**config.mk**
```make
export PLATFORM = sky130hd
export DESIGN_NAME = lpac_ctrl
export DESIGN_NICKNAME = d
export VERILOG_FILES = /design/src/lpac_pkg.sv /design/src/lpac_ctrl.sv
export VERILOG_INCLUDE_DIRS = /design/src
export SDC_FILE = /design/constraint.sdc
export NUM_CORES = 1
export LEC_CHECK = 0
export ABC_AREA = 1
export BUFFER_PORTS_ARGS = -buffer_cell sky130_fd_sc_hd__buf_2
export CAP_MARGIN = 20
export CORE_MARGIN = 8
export CORE_UTILIZATION = 45
export CTS_BUF_LIST = sky130_fd_sc_hd__clkbuf_2 sky130_fd_sc_hd__clkbuf_4 sky130_fd_sc_hd__clkbuf_8
export CTS_CLUSTER_DIAMETER = 30
export DETAILED_ROUTE_END_ITERATION = 8
export SLEW_MARGIN = 20
export SYNTH_ARGS = -nofsm -noshare
export SYNTH_HDL_FRONTEND = slang
export SYNTH_SLANG_ARGS = --single-unit
```
**constraint.sdc**
```tcl
create_clock -name clk_sys -period 2.85 [get_ports clk_sys]
set_input_delay 0.1425 -clock clk_sys [delete_from_list [all_inputs] [get_ports clk_sys]]
set_output_delay 0.1425 -clock clk_sys [all_outputs]
set_load 0.02 [all_outputs]
```
**src/lpac_map.svh**
```systemverilog
/*
  Constants for the display drive power and area controller.
  Assumes inclusion by the package only; the controller uses its macros.
*/
`ifndef LPAC_MAP_SVH
`define LPAC_MAP_SVH

// -----------------------------------------------------------------------------
// Register offsets
// -----------------------------------------------------------------------------
`define LPAC_OFF_CMD     4'h0
`define LPAC_OFF_CFG     4'h1
`define LPAC_OFF_STATUS  4'h2
`define LPAC_OFF_SEG     4'h3
`define LPAC_OFF_CONTR   4'h4

// -----------------------------------------------------------------------------
// Command word fields (CMD write)
// -----------------------------------------------------------------------------
`define LPAC_CMD_OP_LSB  0
`define LPAC_CMD_ARG_LSB 4
`define LPAC_CMD_AREA_LSB 8
`define LPAC_OP_DISP_ON     4'h1
`define LPAC_OP_OFF_BLANK   4'h2
`define LPAC_OP_OFF_HALT    4'h3
`define LPAC_OP_CIRC_EN     4'h4
`define LPAC_OP_CIRC_DIS    4'h5
`define LPAC_OP_CONTROL     4'h6
`define LPAC_FLAG_DRV       4'h1
`define LPAC_FLAG_AREA      4'h2
`define LPAC_SEL_B2C        4'h1
`define LPAC_SEL_C2B        4'h2
`define LPAC_AREA_A         4'h1
`define LPAC_AREA_B         4'h2
`define LPAC_AREA_BLINK     4'h3

// -----------------------------------------------------------------------------
// Config bits and generator codes
// -----------------------------------------------------------------------------
`define LPAC_CFG_SELF_WAIT  0
`define LPAC_CFG_GEN_LSB    1
`define LPAC_GEN_RES        2'h0
`define LPAC_GEN_BOOST      2'h1
`define LPAC_GEN_CAP        2'h2
`define LPAC_CFG_RESET      3'h1

// -----------------------------------------------------------------------------
// Timing
// -----------------------------------------------------------------------------
`define LPAC_CLK_MHZ        100
`define LPAC_VREF_SETUP_US  5
`define LPAC_BOOST_WAIT_MS  500
`define LPAC_VREF_CYC       (`LPAC_VREF_SETUP_US * `LPAC_CLK_MHZ)
`define LPAC_BOOST_CYC      (`LPAC_BOOST_WAIT_MS * 1000 * `LPAC_CLK_MHZ)

`endif

```
**src/lpac_pkg.sv**
```systemverilog
/*
  Types for the display drive power and area controller.
  Assumes lpac_map.svh is on the include path.
*/
package lpac_pkg;
  `include "lpac_map.svh"

  typedef enum logic [1:0] {
    LPAC_DRV_RES = 2'h0,
    LPAC_DRV_BOOST = 2'h1,
    LPAC_DRV_CAP = 2'h2
  } lpac_drv_t;

  typedef enum logic [1:0] {
    LPAC_AR_A = 2'h0,
    LPAC_AR_B = 2'h1,
    LPAC_AR_BLINK = 2'h2
  } lpac_area_t;

  typedef enum logic [3:0] {
    LPAC_ST_IDLE = 4'h1,
    LPAC_ST_VREF = 4'h2,
    LPAC_ST_BOOST = 4'h4,
    LPAC_ST_SWAP = 4'h8
  } lpac_state_t;

  typedef struct packed {
    logic [3:0] addr;
    logic [15:0] wdata;
    logic wr;
    logic rd;
  } lpac_bus_t;

  typedef struct packed {
    logic seg_on;
    logic circuit_on;
    lpac_drv_t method;
    logic show_b;
  } lpac_drive_t;
endpackage

```
**src/lpac_ctrl.sv**
```systemverilog
/*
  Display drive power and area controller: turn-off forms, circuit on/off with
  boost wait, drive method swap, area select and blinking, segment nibble store.
  Assumes a same-clock register master, rtc tick and rtc_run from other clock
  logic (synchronised here), and a panel driver fed by the drive outputs.
*/
//
// Behaviour
// - Two turn-off forms: blank, blank plus halt
// - Halt form refused under resistor division
// - Halting circuit falls back to resistor division
// - Redisplay waits setup plus boost, or boost
// - Boost wait timed here or by software
// - Disable stops circuit, then resistor division
// - Circuit requests only for boost/cap; reject undefined
// - One request changes method, area or both
// - Only boost-to-cap and cap-to-boost swaps
// - Method swap: blank and apply together, then redisplay
// - Area: first, second, or blinking
// - Blinking refused while rtc not running
// - Contrast change only under boosting
// - Low nibble first, high nibble second pattern
// - Masked update rewrites zero-mask bits only
`timescale 1ns/1ns
module lpac_ctrl
  import lpac_pkg::*;
#(
  parameter int unsigned BOOST_CYC = `LPAC_BOOST_CYC
) (
  input wire logic clk_sys,
  input wire logic rst_n,
  input wire logic [3:0] reg_addr,
  input wire logic [15:0] reg_wdata,
  input wire logic reg_wr,
  input wire logic reg_rd,
  output logic [15:0] reg_rdata,
  input wire logic rtc_tick,
  input wire logic rtc_run,
  output logic [3:0] seg_pattern,
  output logic seg_enable,
  output logic circuit_on,
  output logic [1:0] drive_method
);

  // ---------------------------------------------------------------------------
  // Helpers
  // ---------------------------------------------------------------------------
  function automatic logic gen_ok(input lpac_drv_t m);
    gen_ok = (m == LPAC_DRV_BOOST) || (m == LPAC_DRV_CAP);
  endfunction
  function automatic logic hit(input logic [3:0] a, input logic [3:0] off, input logic s);
    hit = s && (a == off);
  endfunction
  localparam logic [31:0] VREF_CYC = 32'(`LPAC_VREF_CYC);
  localparam logic [31:0] BOOST_W = 32'(BOOST_CYC);

  // ---------------------------------------------------------------------------
  // Pin synchronisers
  // ---------------------------------------------------------------------------
  logic [1:0] tick_sync_ff;
  logic [1:0] run_sync_ff;
  logic tick_old_ff;
  always_ff @(posedge clk_sys or negedge rst_n) begin
    if (!rst_n) begin
      tick_sync_ff <= 2'h0;
      run_sync_ff <= 2'h0;
      tick_old_ff <= 1'b0;
    end else begin
      tick_sync_ff <= {tick_sync_ff[0], rtc_tick};
      run_sync_ff <= {run_sync_ff[0], rtc_run};
      tick_old_ff <= tick_sync_ff[1];
    end
  end
  wire tick_rise = tick_sync_ff[1] && !tick_old_ff;
  wire rtc_ok = run_sync_ff[1];

  // ---------------------------------------------------------------------------
  // Control state
  // ---------------------------------------------------------------------------
  lpac_bus_t bus;
  assign bus = '{addr: reg_addr, wdata: reg_wdata, wr: reg_wr, rd: reg_rd};
  wire [3:0] op = bus.wdata[`LPAC_CMD_OP_LSB +: 4];
  wire [3:0] arg = bus.wdata[`LPAC_CMD_ARG_LSB +: 4];
  wire [3:0] area_sel = bus.wdata[`LPAC_CMD_AREA_LSB +: 4];
  wire cmd_wr = hit(bus.addr, `LPAC_OFF_CMD, bus.wr);

  lpac_state_t st_ff, nxt_st;
  lpac_drive_t drv_ff, nxt_drv;
  lpac_drv_t saved_ff, nxt_saved;
  lpac_area_t area_ff, nxt_area;
  logic [2:0] cfg_ff, nxt_cfg;
  logic [31:0] cnt_ff, nxt_cnt;
  logic err_ff, nxt_err;
  logic rtc_err_ff, nxt_rtc_err;
  logic ready_ff, nxt_ready;
  logic redisp_ff, nxt_redisp;
  logic [7:0] seg_ff, nxt_seg;
  logic [3:0] contr_ff, nxt_contr;
  logic [15:0] rdata_ff, nxt_rdata;
  lpac_drv_t cfg_gen;
  lpac_drv_t tgt;
  logic swap_ok;
  logic area_ok;
  assign cfg_gen = lpac_drv_t'(cfg_ff[`LPAC_CFG_GEN_LSB +: 2]);
  always_comb begin
    nxt_st = st_ff;
    nxt_drv = drv_ff;
    nxt_saved = saved_ff;
    nxt_area = area_ff;
    nxt_cfg = cfg_ff;
    nxt_cnt = cnt_ff;
    nxt_err = err_ff;
    nxt_rtc_err = rtc_err_ff;
    nxt_ready = ready_ff;
    nxt_redisp = redisp_ff;
    nxt_seg = seg_ff;
    nxt_contr = contr_ff;
    tgt = LPAC_DRV_RES;
    swap_ok = 1'b0;
    area_ok = 1'b0;
    case (st_ff)
      LPAC_ST_IDLE: begin
        if (hit(bus.addr, `LPAC_OFF_CFG, bus.wr)) begin
          nxt_cfg = bus.wdata[2:0];
          nxt_drv.method = (bus.wdata[2:1] == 2'h3) ? LPAC_DRV_RES : lpac_drv_t'(bus.wdata[`LPAC_CFG_GEN_LSB +: 2]);
          nxt_saved = nxt_drv.method;
        end
        if (hit(bus.addr, `LPAC_OFF_SEG, bus.wr)) begin
          nxt_seg = (seg_ff & bus.wdata[15:8]) | (bus.wdata[7:0] & ~bus.wdata[15:8]);
        end
        if (hit(bus.addr, `LPAC_OFF_CONTR, bus.wr)) begin
          if (drv_ff.method == LPAC_DRV_BOOST) begin
            nxt_contr = bus.wdata[3:0];
          end else begin
            nxt_err = 1'b1;
          end
        end
        if (cmd_wr) begin
          nxt_err = 1'b0;
          nxt_rtc_err = 1'b0;
          case (op)
            `LPAC_OP_DISP_ON: begin
              if (drv_ff.circuit_on && !ready_ff) begin
                nxt_err = 1'b1;
              end else begin
                nxt_drv.seg_on = 1'b1;
              end
            end
            `LPAC_OP_OFF_BLANK: nxt_drv.seg_on = 1'b0;
            `LPAC_OP_OFF_HALT: begin
              if (!gen_ok(drv_ff.method)) begin
                nxt_err = 1'b1;
              end else begin
                nxt_drv.seg_on = 1'b0;
                nxt_drv.circuit_on = 1'b0;
                nxt_saved = drv_ff.method;
                nxt_drv.method = LPAC_DRV_RES;
                nxt_ready = 1'b0;
              end
            end
            `LPAC_OP_CIRC_EN, `LPAC_OP_CIRC_DIS: begin
              // only for boost or cap generator
              if (!gen_ok(cfg_gen)) begin
                nxt_err = 1'b1;
              end else if (op == `LPAC_OP_CIRC_EN) begin
                nxt_drv.method = saved_ff;
                nxt_drv.circuit_on = 1'b1;
                nxt_ready = 1'b0;
                nxt_cnt = 32'h0;
                if (cfg_ff[`LPAC_CFG_SELF_WAIT]) begin
                  // wait here, setup only for boost
                  nxt_st = (saved_ff == LPAC_DRV_BOOST) ? LPAC_ST_VREF : LPAC_ST_BOOST;
                end else begin
                  nxt_ready = 1'b1;
                end
              end else begin
                nxt_drv.circuit_on = 1'b0;
                nxt_drv.seg_on = 1'b0;
                nxt_st = LPAC_ST_SWAP;
              end
            end
            `LPAC_OP_CONTROL: begin
              if (arg[0]) begin
                swap_ok = (bus.wdata[15:12] == `LPAC_SEL_B2C && drv_ff.method == LPAC_DRV_BOOST) ||
                  (bus.wdata[15:12] == `LPAC_SEL_C2B && drv_ff.method == LPAC_DRV_CAP);
                tgt = (bus.wdata[15:12] == `LPAC_SEL_B2C) ? LPAC_DRV_CAP : LPAC_DRV_BOOST;
              end
              if (arg[1]) begin
                area_ok = (area_sel == `LPAC_AREA_A) || (area_sel == `LPAC_AREA_B) ||
                  (area_sel == `LPAC_AREA_BLINK);
              end
              if ((arg[0] && !swap_ok) || (arg[1] && !area_ok) || arg[3:2] != 2'h0 || arg[1:0] == 2'h0) begin
                nxt_err = 1'b1;
              end else if (arg[1] && area_sel == `LPAC_AREA_BLINK && !rtc_ok) begin
                nxt_rtc_err = 1'b1;
              end else begin
                if (arg[0]) begin
                  nxt_drv.method = tgt;
                  nxt_saved = tgt;
                  nxt_redisp = drv_ff.seg_on;
                  nxt_drv.seg_on = 1'b0;
                  nxt_st = LPAC_ST_SWAP;
                end
                if (arg[1]) begin
                  nxt_area = (area_sel == `LPAC_AREA_A) ? LPAC_AR_A :
                             (area_sel == `LPAC_AREA_B) ? LPAC_AR_B : LPAC_AR_BLINK;
                  nxt_drv.show_b = (area_sel == `LPAC_AREA_B);
                end
              end
            end
            default: nxt_err = 1'b1;
          endcase
        end
      end
      LPAC_ST_VREF: begin
        nxt_cnt = cnt_ff + 32'h1;
        if (nxt_cnt >= VREF_CYC) begin
          nxt_cnt = 32'h0;
          nxt_st = LPAC_ST_BOOST;
        end
      end
      LPAC_ST_BOOST: begin
        nxt_cnt = cnt_ff + 32'h1;
        if (nxt_cnt >= BOOST_W) begin
          nxt_ready = 1'b1;
          nxt_st = LPAC_ST_IDLE;
        end
      end
      LPAC_ST_SWAP: begin
        // Second step of disable or method swap
        if (!drv_ff.circuit_on && drv_ff.method != LPAC_DRV_RES && !redisp_ff) begin
          nxt_saved = drv_ff.method;
          nxt_drv.method = LPAC_DRV_RES;
          nxt_ready = 1'b0;
        end else if (redisp_ff) begin
          nxt_drv.seg_on = 1'b1;
        end
        nxt_redisp = 1'b0;
        nxt_st = LPAC_ST_IDLE;
      end
      default: nxt_st = LPAC_ST_IDLE;
    endcase
    if (area_ff == LPAC_AR_BLINK && tick_rise) begin
      nxt_drv.show_b = ~nxt_drv.show_b;
    end
  end

  always_comb begin
    nxt_rdata = 16'h0;
    if (bus.rd) begin
      case (bus.addr)
        `LPAC_OFF_CFG: nxt_rdata = {13'h0, cfg_ff};
        `LPAC_OFF_STATUS: nxt_rdata = {4'h0, st_ff, area_ff, drv_ff.method, rtc_err_ff, err_ff, ready_ff,
                                       drv_ff.circuit_on};
        `LPAC_OFF_SEG: nxt_rdata = {8'h0, seg_ff};
        `LPAC_OFF_CONTR: nxt_rdata = {12'h0, contr_ff};
        default: nxt_rdata = 16'h0;
      endcase
    end
  end

  always_ff @(posedge clk_sys or negedge rst_n) begin
    if (!rst_n) begin
      st_ff <= LPAC_ST_IDLE;
      drv_ff <= '{seg_on: 1'b0, circuit_on: 1'b0, method: LPAC_DRV_RES, show_b: 1'b0};
      saved_ff <= LPAC_DRV_RES;
      area_ff <= LPAC_AR_A;
      cfg_ff <= `LPAC_CFG_RESET;
      cnt_ff <= 32'h0;
      err_ff <= 1'b0;
      rtc_err_ff <= 1'b0;
      ready_ff <= 1'b0;
      redisp_ff <= 1'b0;
      seg_ff <= 8'h0;
      contr_ff <= 4'h0;
      rdata_ff <= 16'h0;
    end else begin
      st_ff <= nxt_st;
      drv_ff <= nxt_drv;
      saved_ff <= nxt_saved;
      area_ff <= nxt_area;
      cfg_ff <= nxt_cfg;
      cnt_ff <= nxt_cnt;
      err_ff <= nxt_err;
      rtc_err_ff <= nxt_rtc_err;
      ready_ff <= nxt_ready;
      redisp_ff <= nxt_redisp;
      seg_ff <= nxt_seg;
      contr_ff <= nxt_contr;
      rdata_ff <= nxt_rdata;
    end
  end

  // ---------------------------------------------------------------------------
  // Outputs
  // ---------------------------------------------------------------------------
  logic [3:0] pat_ff;
  logic en_ff;
  logic circ_ff;
  logic [1:0] meth_ff;
  always_ff @(posedge clk_sys or negedge rst_n) begin
    if (!rst_n) begin
      pat_ff <= 4'h0;
      en_ff <= 1'b0;
      circ_ff <= 1'b0;
      meth_ff <= 2'h0;
    end else begin
      pat_ff <= drv_ff.show_b ? seg_ff[7:4] : seg_ff[3:0];
      en_ff <= drv_ff.seg_on;
      circ_ff <= drv_ff.circuit_on;
      meth_ff <= drv_ff.method;
    end
  end
  assign seg_pattern = pat_ff;
  assign seg_enable = en_ff;
  assign circuit_on = circ_ff;
  assign drive_method = meth_ff;
  assign reg_rdata = rdata_ff;
endmodule

```
Word-level counts from Yosys, hierarchy flattened
Index checks and enable logic that the tools add are counted.

word-level totals
  register bits = 93
  input bits = 26
  output and inout bits = 24

cells by class
  add/sub/neg operators = 1
  order comparisons = 2
  equal/unequal tests = 54
  mux-type cells = 94
  bitwise logic cells = 7
  reduce and logical (&&, ||, !) cells = 53

operators by type and width
  kind                     count
  $mux W32                 5
  $pmux W32 S3             1
  $mux W4                  12
  $pmux W12 S4             1
  $mux W1                  42
  $add A32 B1 Y32 const B  1
  $eq A4 B2 Y1 const B     8
  $ge A32 B26 Y1 const B   1
  $ge A32 B9 Y1 const B    1
  $mux W2                  15
  $ne A2 B2 Y1 const B     14
  $ne A3 B3 Y1 const B     8
  $eq A4 B1 Y1 const B     5
  $eq A4 B3 Y1 const B     5
  $and A8 B8 Y8            2
  $logic_and A1 B1 Y1      15
  $mux W12                 1
  $pmux W2 S2              3
  $pmux W4 S3              1
  $reduce_and A12 Y1       1
  $reduce_and A6 Y1        2
  $pmux W1 S5              2
  $reduce_and A5 Y1        2
  $reduce_bool A2 Y1       5
  26 further kinds         58

Logic depth before layout (Yosys ltp)
Gate-level depths: netlist of run 1.

  word-level depth = 18
  depth in mapped cells = 18
  gate-level depth less buffers = 18

Least setup slack after synthesis of run 1
Ideal clock, no wire load.

  kind = reg2reg
  start = reg cnt_ff[1]
  end = reg st_ff[1]
  setup time = 0.113 ns
  data arrival time = 1.868 ns
  data required time = 2.737 ns
  slack = 0.869 ns
  cell stages (with the launch flop) = 17
  path buffers = 0
  period minus slack after synthesis = 1.981 ns
  cells stage by stage = dfrtp_1 > ha_1 > nand2_2 > nor2_4 > nand3_4 > nor2_4 > nor2_2 > nor2_2 > inv_1 > nor2_1 > nand2_1 > nor2_2 > nand3_2 > nand3_2 > nand2_1 > nand2_1 > inv_1

between the ends
  word-level cells in the longest chain between the ends = 4

RTL lines
  what                                                    line                                source
  start: declaration                                      lpac_ctrl.sv:92                     logic [31:0] cnt_ff, nxt_cnt;
  start signal: assignment                                lpac_ctrl.sv:283                    cnt_ff <= nxt_cnt;
  $add A32 B1 Y32 *                                       lpac_ctrl.sv:216, lpac_ctrl.sv:223
  $ge A32 B26 Y1 / $ge A32 B9 Y1 (equally long branches)  lpac_ctrl.sv:224, lpac_ctrl.sv:217
  $ne A2 B2 Y1 (no source line)                           --
  $reduce_and A9 Y1 (no source line) *                    --
  end signal: assignment                                  lpac_ctrl.sv:278                    st_ff <= nxt_st;
  end: declaration                                        lpac_ctrl.sv:87                     lpac_state_t st_ff, nxt_st;

Mark *: on every way between the ends. The rest lies on a longest branch, timed or not.
A chain may end at the register's enable or synchronous reset.

Worst setup path in the final report of run 1
  start = reg cnt_ff[1]
  end = reg cnt_ff[2]

between the ends
  word-level cells in the longest chain between the ends = 4

RTL lines
  what               line                                source
  $add A32 B1 Y32 *  lpac_ctrl.sv:216, lpac_ctrl.sv:223
  $ge A32 B9 Y1      lpac_ctrl.sv:217                    if (nxt_cnt >= VREF_CYC) begin
  $mux W32           lpac_ctrl.sv:217
  $pmux W32 S3 *     lpac_ctrl.sv:121                    case (st_ff)

Marked as above.

==> results of run 1 <==
## synth_stat cells (3+ instances only)
cell type	n	share of area
o22ai_1	22	0.026
a21oi_1	17	0.016
nor3_2	3	0.0056
nand2_2	4	0.0046
o21ai_1	13	0.012
nor2_4	6	0.013
nor2_1	88	0.061
nand3_1	51	0.047
o21ai_0	50	0.046
nand3b_1	4	0.0056
xor2_1	4	0.0065
nand2_1	214	0.15
a221oi_1	3	0.0049
nor3_1	14	0.013
a31oi_1	3	0.0035
inv_1	104	0.072
nand4_1	17	0.020
dfrtp_1	87	0.40
nor4_1	5	0.0058
nand3_2	3	0.0056
ha_1	4	0.0093
nand2_4	3	0.0063
clkbuf_1	6	0.0042
buf_4	4	0.0056
nor2_2	7	0.0081
## layer usage
metal | global-route usage | vias up | wire, um
met5 | 0 | - | 0
met4 | 0.1160 | 0 | 631
met3 | 0.04037 | 44 | 821
met2 | 0.3554 | 159 | 7687
met1 | 0.2331 | 2440 | 6618
li1 | - | 2607 | -
## cell usage in the layout (no fill, tap or decap), types with 17 or more instances in the layout
cell and instances:
a21oi_1 17, nor2_1 88, o22ai_1 22, nand2_1 214
nand4_1 17, buf_2 44, dfrtp_1 87, inv_1 104
nand3_1 51, o21ai_0 50
## layout make-up
type                    count  area [um^2]  area share
multi-input cells         555         2706      0.4442
well taps                 147        183.9     0.03019
flip-flops and latches     89         2230      0.3660
repair buffers             63        380.4     0.06244
clock inverters             7        66.31     0.01089
clock buffers               9        123.9     0.02033
inverters                 107        401.6     0.06593
## critical path, stage by stage (launching register included)
cell	delay [ns]
dfrtp_1	0.43
ha_1	0.24
nand2_2	0.09
nor2_4	0.20
nand3_4	0.14
nor2_4	0.14
nor2_2	0.05
nor2_2	0.16
inv_1	0.06
nor2_1	0.11
nand2_1	0.07
nor2_2	0.12
nand3_2	0.15
nand2_4	0.15
nand3_1	0.08
o21ai_1	0.10
## registers in the layout, indices dropped and copies added (netlist names), 2 cells and up, named ones only
| name | count |
|---|---|
| contr_ff | 4 |
| tick_sync_ff | 2 |
| reg_rdata | 12 |
| drv_ff | 5 |
| area_ff | 2 |
| seg_pattern | 4 |
| cfg_ff | 3 |
| st_ff | 4 |
| drive_method | 2 |
| run_sync_ff | 2 |
| cnt_ff | 32 |
| saved_ff | 2 |
## logic make-up (layout without fill, tap and decap cells)
family | after synthesis | after routing | share of synthesized area
AOI/OAI and AO/OA | 117 | 117 | 0.1223
xor gates and xnor gates | 6 | 6 | 0.01114
adders and majority gates | 4 | 4 | 0.009281
buffers and inverters | 120 | 186 | 0.08677
DFF | 89 | 89 | 0.4135
muxes | 2 | 2 | 0.003944
other | 1 | 4 | 0.0006954
and+or+nand+nor | 422 | 422 | 0.3524
## through the flow
| stage | power (mW) | cells |
|---|---|---|
| floorplan | 2.980 | 764 |
| global placement | 3.502 | 954 |
| detailed placement | 3.515 | 954 |
| CTS | 4.427 | 977 |
| global route | 4.731 | 977 |
| finish | 4.402 | 977 |
## report_power, final
| part | switching, mW | internal (mW) | leakage (nW) | total (mW) |
|---|---|---|---|---|
| Sequential | 0.290 | 1.59 | 1.18 | 1.88 |
| Combinational | 1.08 | 0.551 | 1.66 | 1.63 |
| Clock | 0.550 | 0.342 | 0.0986 | 0.892 |
| Total | 1.92 | 2.48 | 2.94 | 4.40 |
## worst paths after layout
kind                           startpoint              to  slack, ns  cells past startpoint
setup reg to reg                cnt_ff[1]       cnt_ff[2]       0.49                     15
max in group asynchronous           rst_n      area_ff[0]       1.72                      3
hold reg to reg            run_sync_ff[0]  run_sync_ff[1]       0.36                      0
setup / recovery                cnt_ff[1]       cnt_ff[2]       0.49                     15
min in group asynchronous           rst_n      cnt_ff[10]       0.34                      2
hold / removal               reg_wdata[6]            flop       0.03                      3
## what timing repair did
item                                   CTS  global route
buffers inserted                         0             0
hold buffers                             7             0
endpoints found under the hold margin   57             0
==> flow_summary.json, run 1 <==
{
  "outcome": "finished clean",
  "cts_tree": "done",
  "area_growth_pct": 12.97,
  "dieWidth_um": 125.5,
  "fin_ws_ns": 0.4875,
  "ys_async_sr_fraction": 1.000,
  "place.gp.congestion": 0.9167,
  "die_h_um": 125.5,
  "pre_cts_ws_ns": 0.4920,
  "wl_per_cell_um": 16.13,
  "p_leak_nw": 2.939,
  "initial_utilization": 0.4546,
  "holdWs_ns": 0.02962,
  "grt-ovfl-total": 0,
  "worstPathRequired_ns": 3.17,
  "critPathArrivalTime_ns": 2.68,
  "synth_edf_count": 0,
  "grt_pass1_vias": 5186,
  "cts_root_buf": "clkbuf_8",
  "via_per_inst": 5.374,
  "ys_warn_count": 0,
  "drt_iter0_drc": 345,
  "vdd_drop_max_v": 0.0002897,
  "hp-class": "input pin to flop",
  "finalHoldViolCount": 0,
  "worst_pin_slew_ns": 0.7399,
  "synth_cells": 761,
  "antenna_found_initial": 0,
  "grt_max_degree": 56,
  "drc": 0,
  "cts_resized": 0,
  "slew_headroom": 0.5067,
  "cp_max_fo": 9,
  "cts_buffer_depth": 2,
  "setup_tns_ns": 0,
  "finClkSkew_ns": 0.01105,
  "finalSetupViolCount": 0,
  "htreeDepth": 3,
  "max_freq_ghz": 0.4233,
  "numPortBuffers": 45,
  "fin_util": 0.5136,
  "firstDrtPassIters": 6,
  "num_antenna_cells": 0,
  "io-pin-count": 50,
  "yosys_register_bits": 89,
  "layout.nets": 855,
  "synth_cell_types": 46,
  "layout_min_cycle_time_ns": 2.362,
  "fin_crit_sh": 0.8289,
  "place_area_um2": 5832,
  "wl_um": 15760,
  "drive_gt1_frac": 0.1313,
  "ant_nets": 0,
  "clkSlewWorstSetupHoldPaths_ns": 0.10,
  "grt_pass1_wl_um": 25770,
  "cts_buffers": 9,
  "ys_seq_area_frac": 0.4135,
  "row_count": 40,
  "fillers": 1182,
  "syn_avg_cell_area_um2": 7.086,
  "dieArea_um2": 15740,
  "syn-cell-area_um2": 5393,
  "cts_sinks": 89,
  "start_kind": "flop",
  "synthFlopType": "dfrtp_1",
  "setup.worst_path.end_class": "flop",
  "grt_use_total": 0.2056,
  "core_area_um2": 11860,
  "drv_cap": 0,
  "crit_type": "flop to flop",
  "final_max_slew_viol_count": 0,
  "clk_latency_ns": 0.40,
  "stdcell_area_um2": 6092,
  "vias": 5250,
  "rsz0062_at_grt": "no",
  "dp_hpwl_um": 12250,
  "p_per_area_nw_per_um2": 722.5
}
(Power assumes the default switching activity.)
==> run 2, diff against run 1 <==
- PLACE_DENSITY: not set -> 0.66
- clock period: 2.85 -> 1.93 ns (I/O delays scaled with it)
==> flow_summary.json, run 2 (same netlist as run 1, synthesis figures left out) <==
{
  "outcome": "finished, violations left",
  "violations": "negative setup slack",
  "fin_crit_sh": 1.143,
  "stdcell_area_um2": 7352,
  "max_freq_ghz": 0.4533,
  "r2r_start": "cnt_ff[0]",
  "wl_um": 17480,
  "numPortBuffers": 45,
  "htreeDepth": 3,
  "grt_pass1_wl_um": 28180,
  "start_kind": "flop",
  "clkSlewWorstSetupHoldPaths_ns": 0.09,
  "place.gp.congestion": 0.9696,
  "p_leak_nw": 3.575,
  "cts_buffers": 9,
  "grt-ovfl-total": 0,
  "grt_use_total": 0.2225,
  "layout_common_cells": "200 x nand2_1, 122 x buf_4, 98 x inv_1, 85 x dfrtp_1, 69 x nor2_1",
  "finalHoldViolCount": 0,
  "vias": 5797,
  "worst_pin_slew_ns": 0.7237,
  "cts_tree": "done",
  "drv_cap": 0,
  "dp_cells": 1054,
  "path_cells": "ha_4 -> nand2_4 -> nor2_4 -> nand3_4 -> nor2_4 -> nor2_2 -> nor2_2 -> inv_1 -> nor2_1 -> nand2_1 -> nor2_2 -> nand3_4 -> nand2_4 -> nand3b_1 -> o21ai_1",
  "ant_nets": 0,
  "cp_num_buf_inv": 1,
  "final_max_slew_viol_count": 0,
  "final_common_cell": "nand2_1",
  "grt_pass1_vias": 5788,
  "top_layer": "met4",
  "drt_iter0_drc": 474,
  "critPathArrivalTime_ns": 2.50,
  "drive_gt1_frac": 0.3056,
  "row_count": 40,
  "hp-class": "input pin to flop",
  "cts_buffer_depth": 2,
  "crit_start": "cnt_ff[0]",
  "final_cells": 1096,
  "min_from": "reg_wdata[1]",
  "firstDrtPassIters": 5,
  "finalSetupViolCount": 15,
  "layout.nets": 974,
  "dieWidth_um": 125.5,
  "cp_slowest_cell": "dfrtp_1",
  "dieArea_um2": 15740,
  "wl_met1_um": 7242,
  "antenna_found_initial": 0,
  "largest-register": "cnt_ff",
  "holdWs_ns": 0.02229,
  "clk_latency_ns": 0.38,
  "vdd_drop_max_v": 0.0007939,
  "core_area_um2": 11860,
  "crit_family": "simple AND/OR/NAND/NOR gates",
  "finClkSkew_ns": 0.01127,
  "io-pin-count": 50,
  "num_antenna_cells": 0,
  "seq_area_um2": 2232,
  "wl_met2_um": 8470,
  "p_per_area_nw_per_um2": 1017,
  "area_growth_pct": 36.33,
  "grt_max_degree": 42,
  "slew_headroom": 0.5131,
  "wl_per_cell_um": 15.95,
  "cpMostUsedCell": "nor2_2",
  "largest_reg_flops": 32,
  "place_area_um2": 6640,
  "met3_length_um": 1154,
  "setup.worst_path.end_class": "flop",
  "rsz0062_at_grt": "yes",
  "total_power_mw": 7.481,
  "cp_max_fo": 5,
  "drc": 0,
  "fin_ws_ns": -0.2761,
  "fillers": 1068,
  "dp_hpwl_um": 13260,
  "die_h_um": 125.5,
  "initial_utilization": 0.4546,
  "cts_root_buf": "clkbuf_8",
  "worstPathRequired_ns": 2.23,
  "multi_input_area_um2": 3037,
  "slowest_delay_ns": 0.40,
  "via_per_inst": 5.289,
  "crit_type": "flop to flop",
  "cts_sinks": 89,
  "layout_min_cycle_time_ns": 2.206
}
run 2: what timing repair did:
| item | in CTS | in global routing |
|---|---|---|
| cloned | 1 | 0 |
| setup endpoints to repair | 20 | 26 |
| hold buffers | 10 | 0 |
| endpoints found under the hold margin | 37 | 0 |
| resized for setup | 24 | 66 |
| setup buffers | 8 | 7 |
| pin swaps | 16 | 33 |
run 2: tightest hold or removal path, stage by stage:
cell and delay (ns):
buf_2 0.14, nand2_1 0.06, o21ai_0 0.06
run 2: path summary, 6_finish.rpt:
check	slack (ns)	endpoint	depth (start not counted)
max	-0.28	cnt_ff[6]	15
min	0.02	cfg_ff[1]	3
max reg2reg	-0.28	cnt_ff[6]	15
min reg2reg	0.36	tick_sync_ff[1]	0
max in group asynchronous	0.98	cfg_ff[0]	3
min in group asynchronous	0.20	cnt_ff[18]	2
run 2: area by class of cell:
class / instances / area share
clock inverters: 6 / 0.006807
flip-flops and latches: 89 / 0.3036
repair buffers: 181 / 0.1782
clock buffers: 10 / 0.01872
multi-input cells: 556 / 0.4130
inverters: 107 / 0.05463
well taps: 147 / 0.02502
run 2: report_power, final:
part / switching [mW] / total [mW] / internal, mW
logic: 2.01 / 3.47 / 1.47
clock network: 0.755 / 1.28 / 0.522
registers: 0.388 / 2.73 / 2.35
total: 3.15 / 7.48 / 4.33
run 2: layer usage:
layer	vias up	global-route usage
li1	2846	-
met1	2726	0.2639
met2	178	0.3725
met3	47	0.04760
met4	0	0.1146
met5	-	0
run 2: through the flow:
stage | worst slack (ns) | utilization | setup TNS (ns)
floorplan | -0.04083 | - | -0.2804
global placement | -0.2511 | 0.5598 | -3.652
detailed placement | -0.2869 | 0.5598 | -4.209
CTS | -0.2767 | 0.5976 | -3.792
global route | -0.4335 | 0.6198 | -5.951
finish | -0.2761 | 0.6198 | -3.573
==> run 3, diff against run 2 <==
--- a/config.mk
+++ b/config.mk
@@ -11,4 +11,6 @@
 export CAP_MARGIN = 20
+export CELL_PAD_IN_SITES_DETAIL_PLACEMENT = 1
+export CELL_PAD_IN_SITES_GLOBAL_PLACEMENT = 1
 export CORE_MARGIN = 8
-export CORE_UTILIZATION = 45
+export CORE_UTILIZATION = 41
 export CTS_BUF_LIST = sky130_fd_sc_hd__clkbuf_2 sky130_fd_sc_hd__clkbuf_4 sky130_fd_sc_hd__clkbuf_8
@@ -16,3 +18,3 @@
 export DETAILED_ROUTE_END_ITERATION = 8
-export PLACE_DENSITY = 0.66
+export PLACE_DENSITY_LB_ADDON = 0.1
 export SLEW_MARGIN = 20
==> constraint.sdc (replaced) <==
create_clock -name clk_sys -period 1.93 [get_ports clk_sys]
set_input_delay 0.193 -clock clk_sys [delete_from_list [all_inputs] [get_ports clk_sys]]
set_output_delay 0.193 -clock clk_sys [all_outputs]
set_load 0.1 [all_outputs]
==> flow_summary.json, run 3 (same netlist as run 1, synthesis figures left out) <==
{
  "cpMostUsedCell": "nor2_4",
  "outcome": "finished, violations left",
  "numPortBuffers": 45,
  "grt_pass1_vias": 6699,
  "clkSlewWorstSetupHoldPaths_ns": 0.10,
  "worstPathRequired_ns": 2.23,
  "grt_max_degree": 90,
  "cts_sinks": 89,
  "fin_crit_sh": 1.214,
  "switching_share": 0.4615,
  "power.share.clock": 0.170,
  "vdd_drop_max_v": 0.0004521,
  "p_comb_frac": 0.505,
  "layout_min_cycle_time_ns": 2.343,
  "largest-register": "cnt_ff",
  "io-pin-count": 50,
  "stdcell_area_um2": 7528,
  "firstDrtPassIters": 7,
  "grt_pass1_wl_um": 34150,
  "drv_cap": 0,
  "p_leak_nw": 3.610,
  "power_switching_mw": 3.885,
  "seqPwrFrac": 0.325,
  "layout_common_cells": "193 x nand2_1, 130 x buf_4, 99 x inv_1, 85 x dfrtp_1, 63 x nor2_1",
  "dieArea_um2": 17080,
  "slew_headroom": 0.6640,
  "internal_power_mw": 4.533,
  "finalSetupViolCount": 22,
  "violations": "negative setup slack",
  "dp_hpwl_um": 15860,
  "grt_use_total": 0.2601,
  "fin_ws_ns": -0.4127,
  "setup.worst_path.end_class": "flop",
  "grt-ovfl-total": 0,
  "place.gp.congestion": 0.9038,
  "num_antenna_cells": 0,
  "crit_type": "flop to flop",
  "setup_tns_ns": -6.223,
  "wl_per_cell_um": 19.71,
  "layout.nets": 980,
  "cts_buffer_depth": 2,
  "cp_slowest_cell": "dfrtp_1",
  "critPathArrivalTime_ns": 2.65,
  "worst_pin_slew_ns": 0.5040,
  "path_cells": "ha_4 -> nand2_2 -> nor2_4 -> buf_12 -> nand2_8 -> o21ai_0 -> nand2_1 -> inv_1 -> nand4_1 -> nor2_4 -> nand3_4 -> nand2_4 -> nand3b_1 -> o21ai_1",
  "drive_gt1_frac": 0.3330,
  "vias": 6210,
  "largest_reg_flops": 32,
  "finalHoldViolCount": 0,
  "ant_nets": 0,
  "dieWidth_um": 130.7,
  "area_growth_pct": 39.61,
  "final_max_slew_viol_count": 0,
  "die_h_um": 130.7,
  "drc": 0,
  "initial_utilization": 0.4138,
  "htreeDepth": 3,
  "finClkSkew_ns": 0.01547,
  "cp_max_fo": 5,
  "rsz0062_at_grt": "yes",
  "place_area_um2": 6726,
  "p_per_area_nw_per_um2": 1118,
  "row_count": 42,
  "wl_um": 22300,
  "cp_num_buf_inv": 2,
  "cts_tree": "done",
  "max_freq_ghz": 0.4269,
  "via_per_inst": 5.491,
  "core_area_um2": 13030,
  "pre_cts_ws_ns": -0.4427,
  "drt_iter0_drc": 340,
  "clk_latency_ns": 0.39,
  "start_kind": "flop",
  "crit_family": "simple AND/OR/NAND/NOR gates",
  "final_common_cell": "nand2_1",
  "slowest_delay_ns": 0.41,
  "cts_buffers": 9,
  "hp-class": "input pin to flop",
  "cts_root_buf": "clkbuf_8",
  "antenna_found_initial": 0
}
-- run 3: cell count changes in the layout (fill, tap and decap cells not counted), sizes merged --
cell         previous run  this run
clkbuf                 10        11
clkinvlp                1         2
buf                   171       184
clkinv                  3         2
bufinv                  0         1
inv                   109       107
dlygate4sd3            10         3
-- run 3: per-stage QoR --
stage / hold WS, ns / std cells / util / power [mW]
2_1_floorplan: -0.1026 / 764 / - / 4.823
5_1_grt: 0.04968 / 1131 / 0.5777 / 8.858
6_report: 0.04361 / 1131 / 0.5777 / 8.418
3_3_place_gp: 0.2770 / 1088 / 0.5161 / 6.201
4_1_cts: 0.04129 / 1122 / 0.5616 / 8.159
3_5_place_dp: 0.2856 / 1088 / 0.5161 / 6.381
-- run 3: worst paths after layout --
check | startpoint | to | slack [ns] | cells past startpoint
max | cnt_ff[0] | cnt_ff[5] | -0.41 | 14
min | reg_wdata[0] | cfg_ff[0] | 0.04 | 3
max reg2reg | cnt_ff[0] | cnt_ff[5] | -0.41 | 14
min reg2reg | tick_sync_ff[0] | tick_sync_ff[1] | 0.37 | 0
max in group asynchronous | rst_n | cfg_ff[0] | 1.15 | 3
min in group asynchronous | rst_n | cnt_ff[17] | 0.39 | 3
-- run 3: tightest hold or removal path, stage by stage --
cell	delay, ns
buf_2	0.11
nand2_1	0.06
o21ai_0	0.07
-- run 3: routing by layer --
metal / share of wire / vias to the layer above / track usage
met5: 0 / - / 0
li1: - / 2855 / -
met4: 0.044 / 0 / 0.1398
met2: 0.54 / 168 / 0.4741
met3: 0.032 / 66 / 0.04667
met1: 0.39 / 3121 / 0.2808
-- run 3: repair_timing --
| item | in CTS | in global routing |
|---|---|---|
| buffers inserted | 14 | 10 |
| hold buffers | 3 | 0 |
| pin swaps | 26 | 26 |
| gates resized for setup | 67 | 43 |
| hold endpoints to repair | 89 | 0 |
| cloned | 1 | 0 |
| endpoints found under the setup margin | 26 | 27 |
-- run 3: cell type report --
cell class              count  area (um^2)
multi-input cells         556         3090
well taps                 176        220.2
clock inverters             5        62.56
flip-flops and latches     89         2232
fillers                  1707         5504
inverters                 107        404.1
clock buffers              11        145.1
repair buffers            187         1374
-- run 3: power groups by stage --
stage	Clock (mW)	Sequential, mW	Combinational [mW]
3_5_place_dp	0	2.74	3.65
5_1_grt	1.52	2.78	4.55
2_1_floorplan	0	3.11	1.71
6_report	1.43	2.73	4.25
3_3_place_gp	0	2.71	3.50
4_1_cts	1.44	2.71	4.01
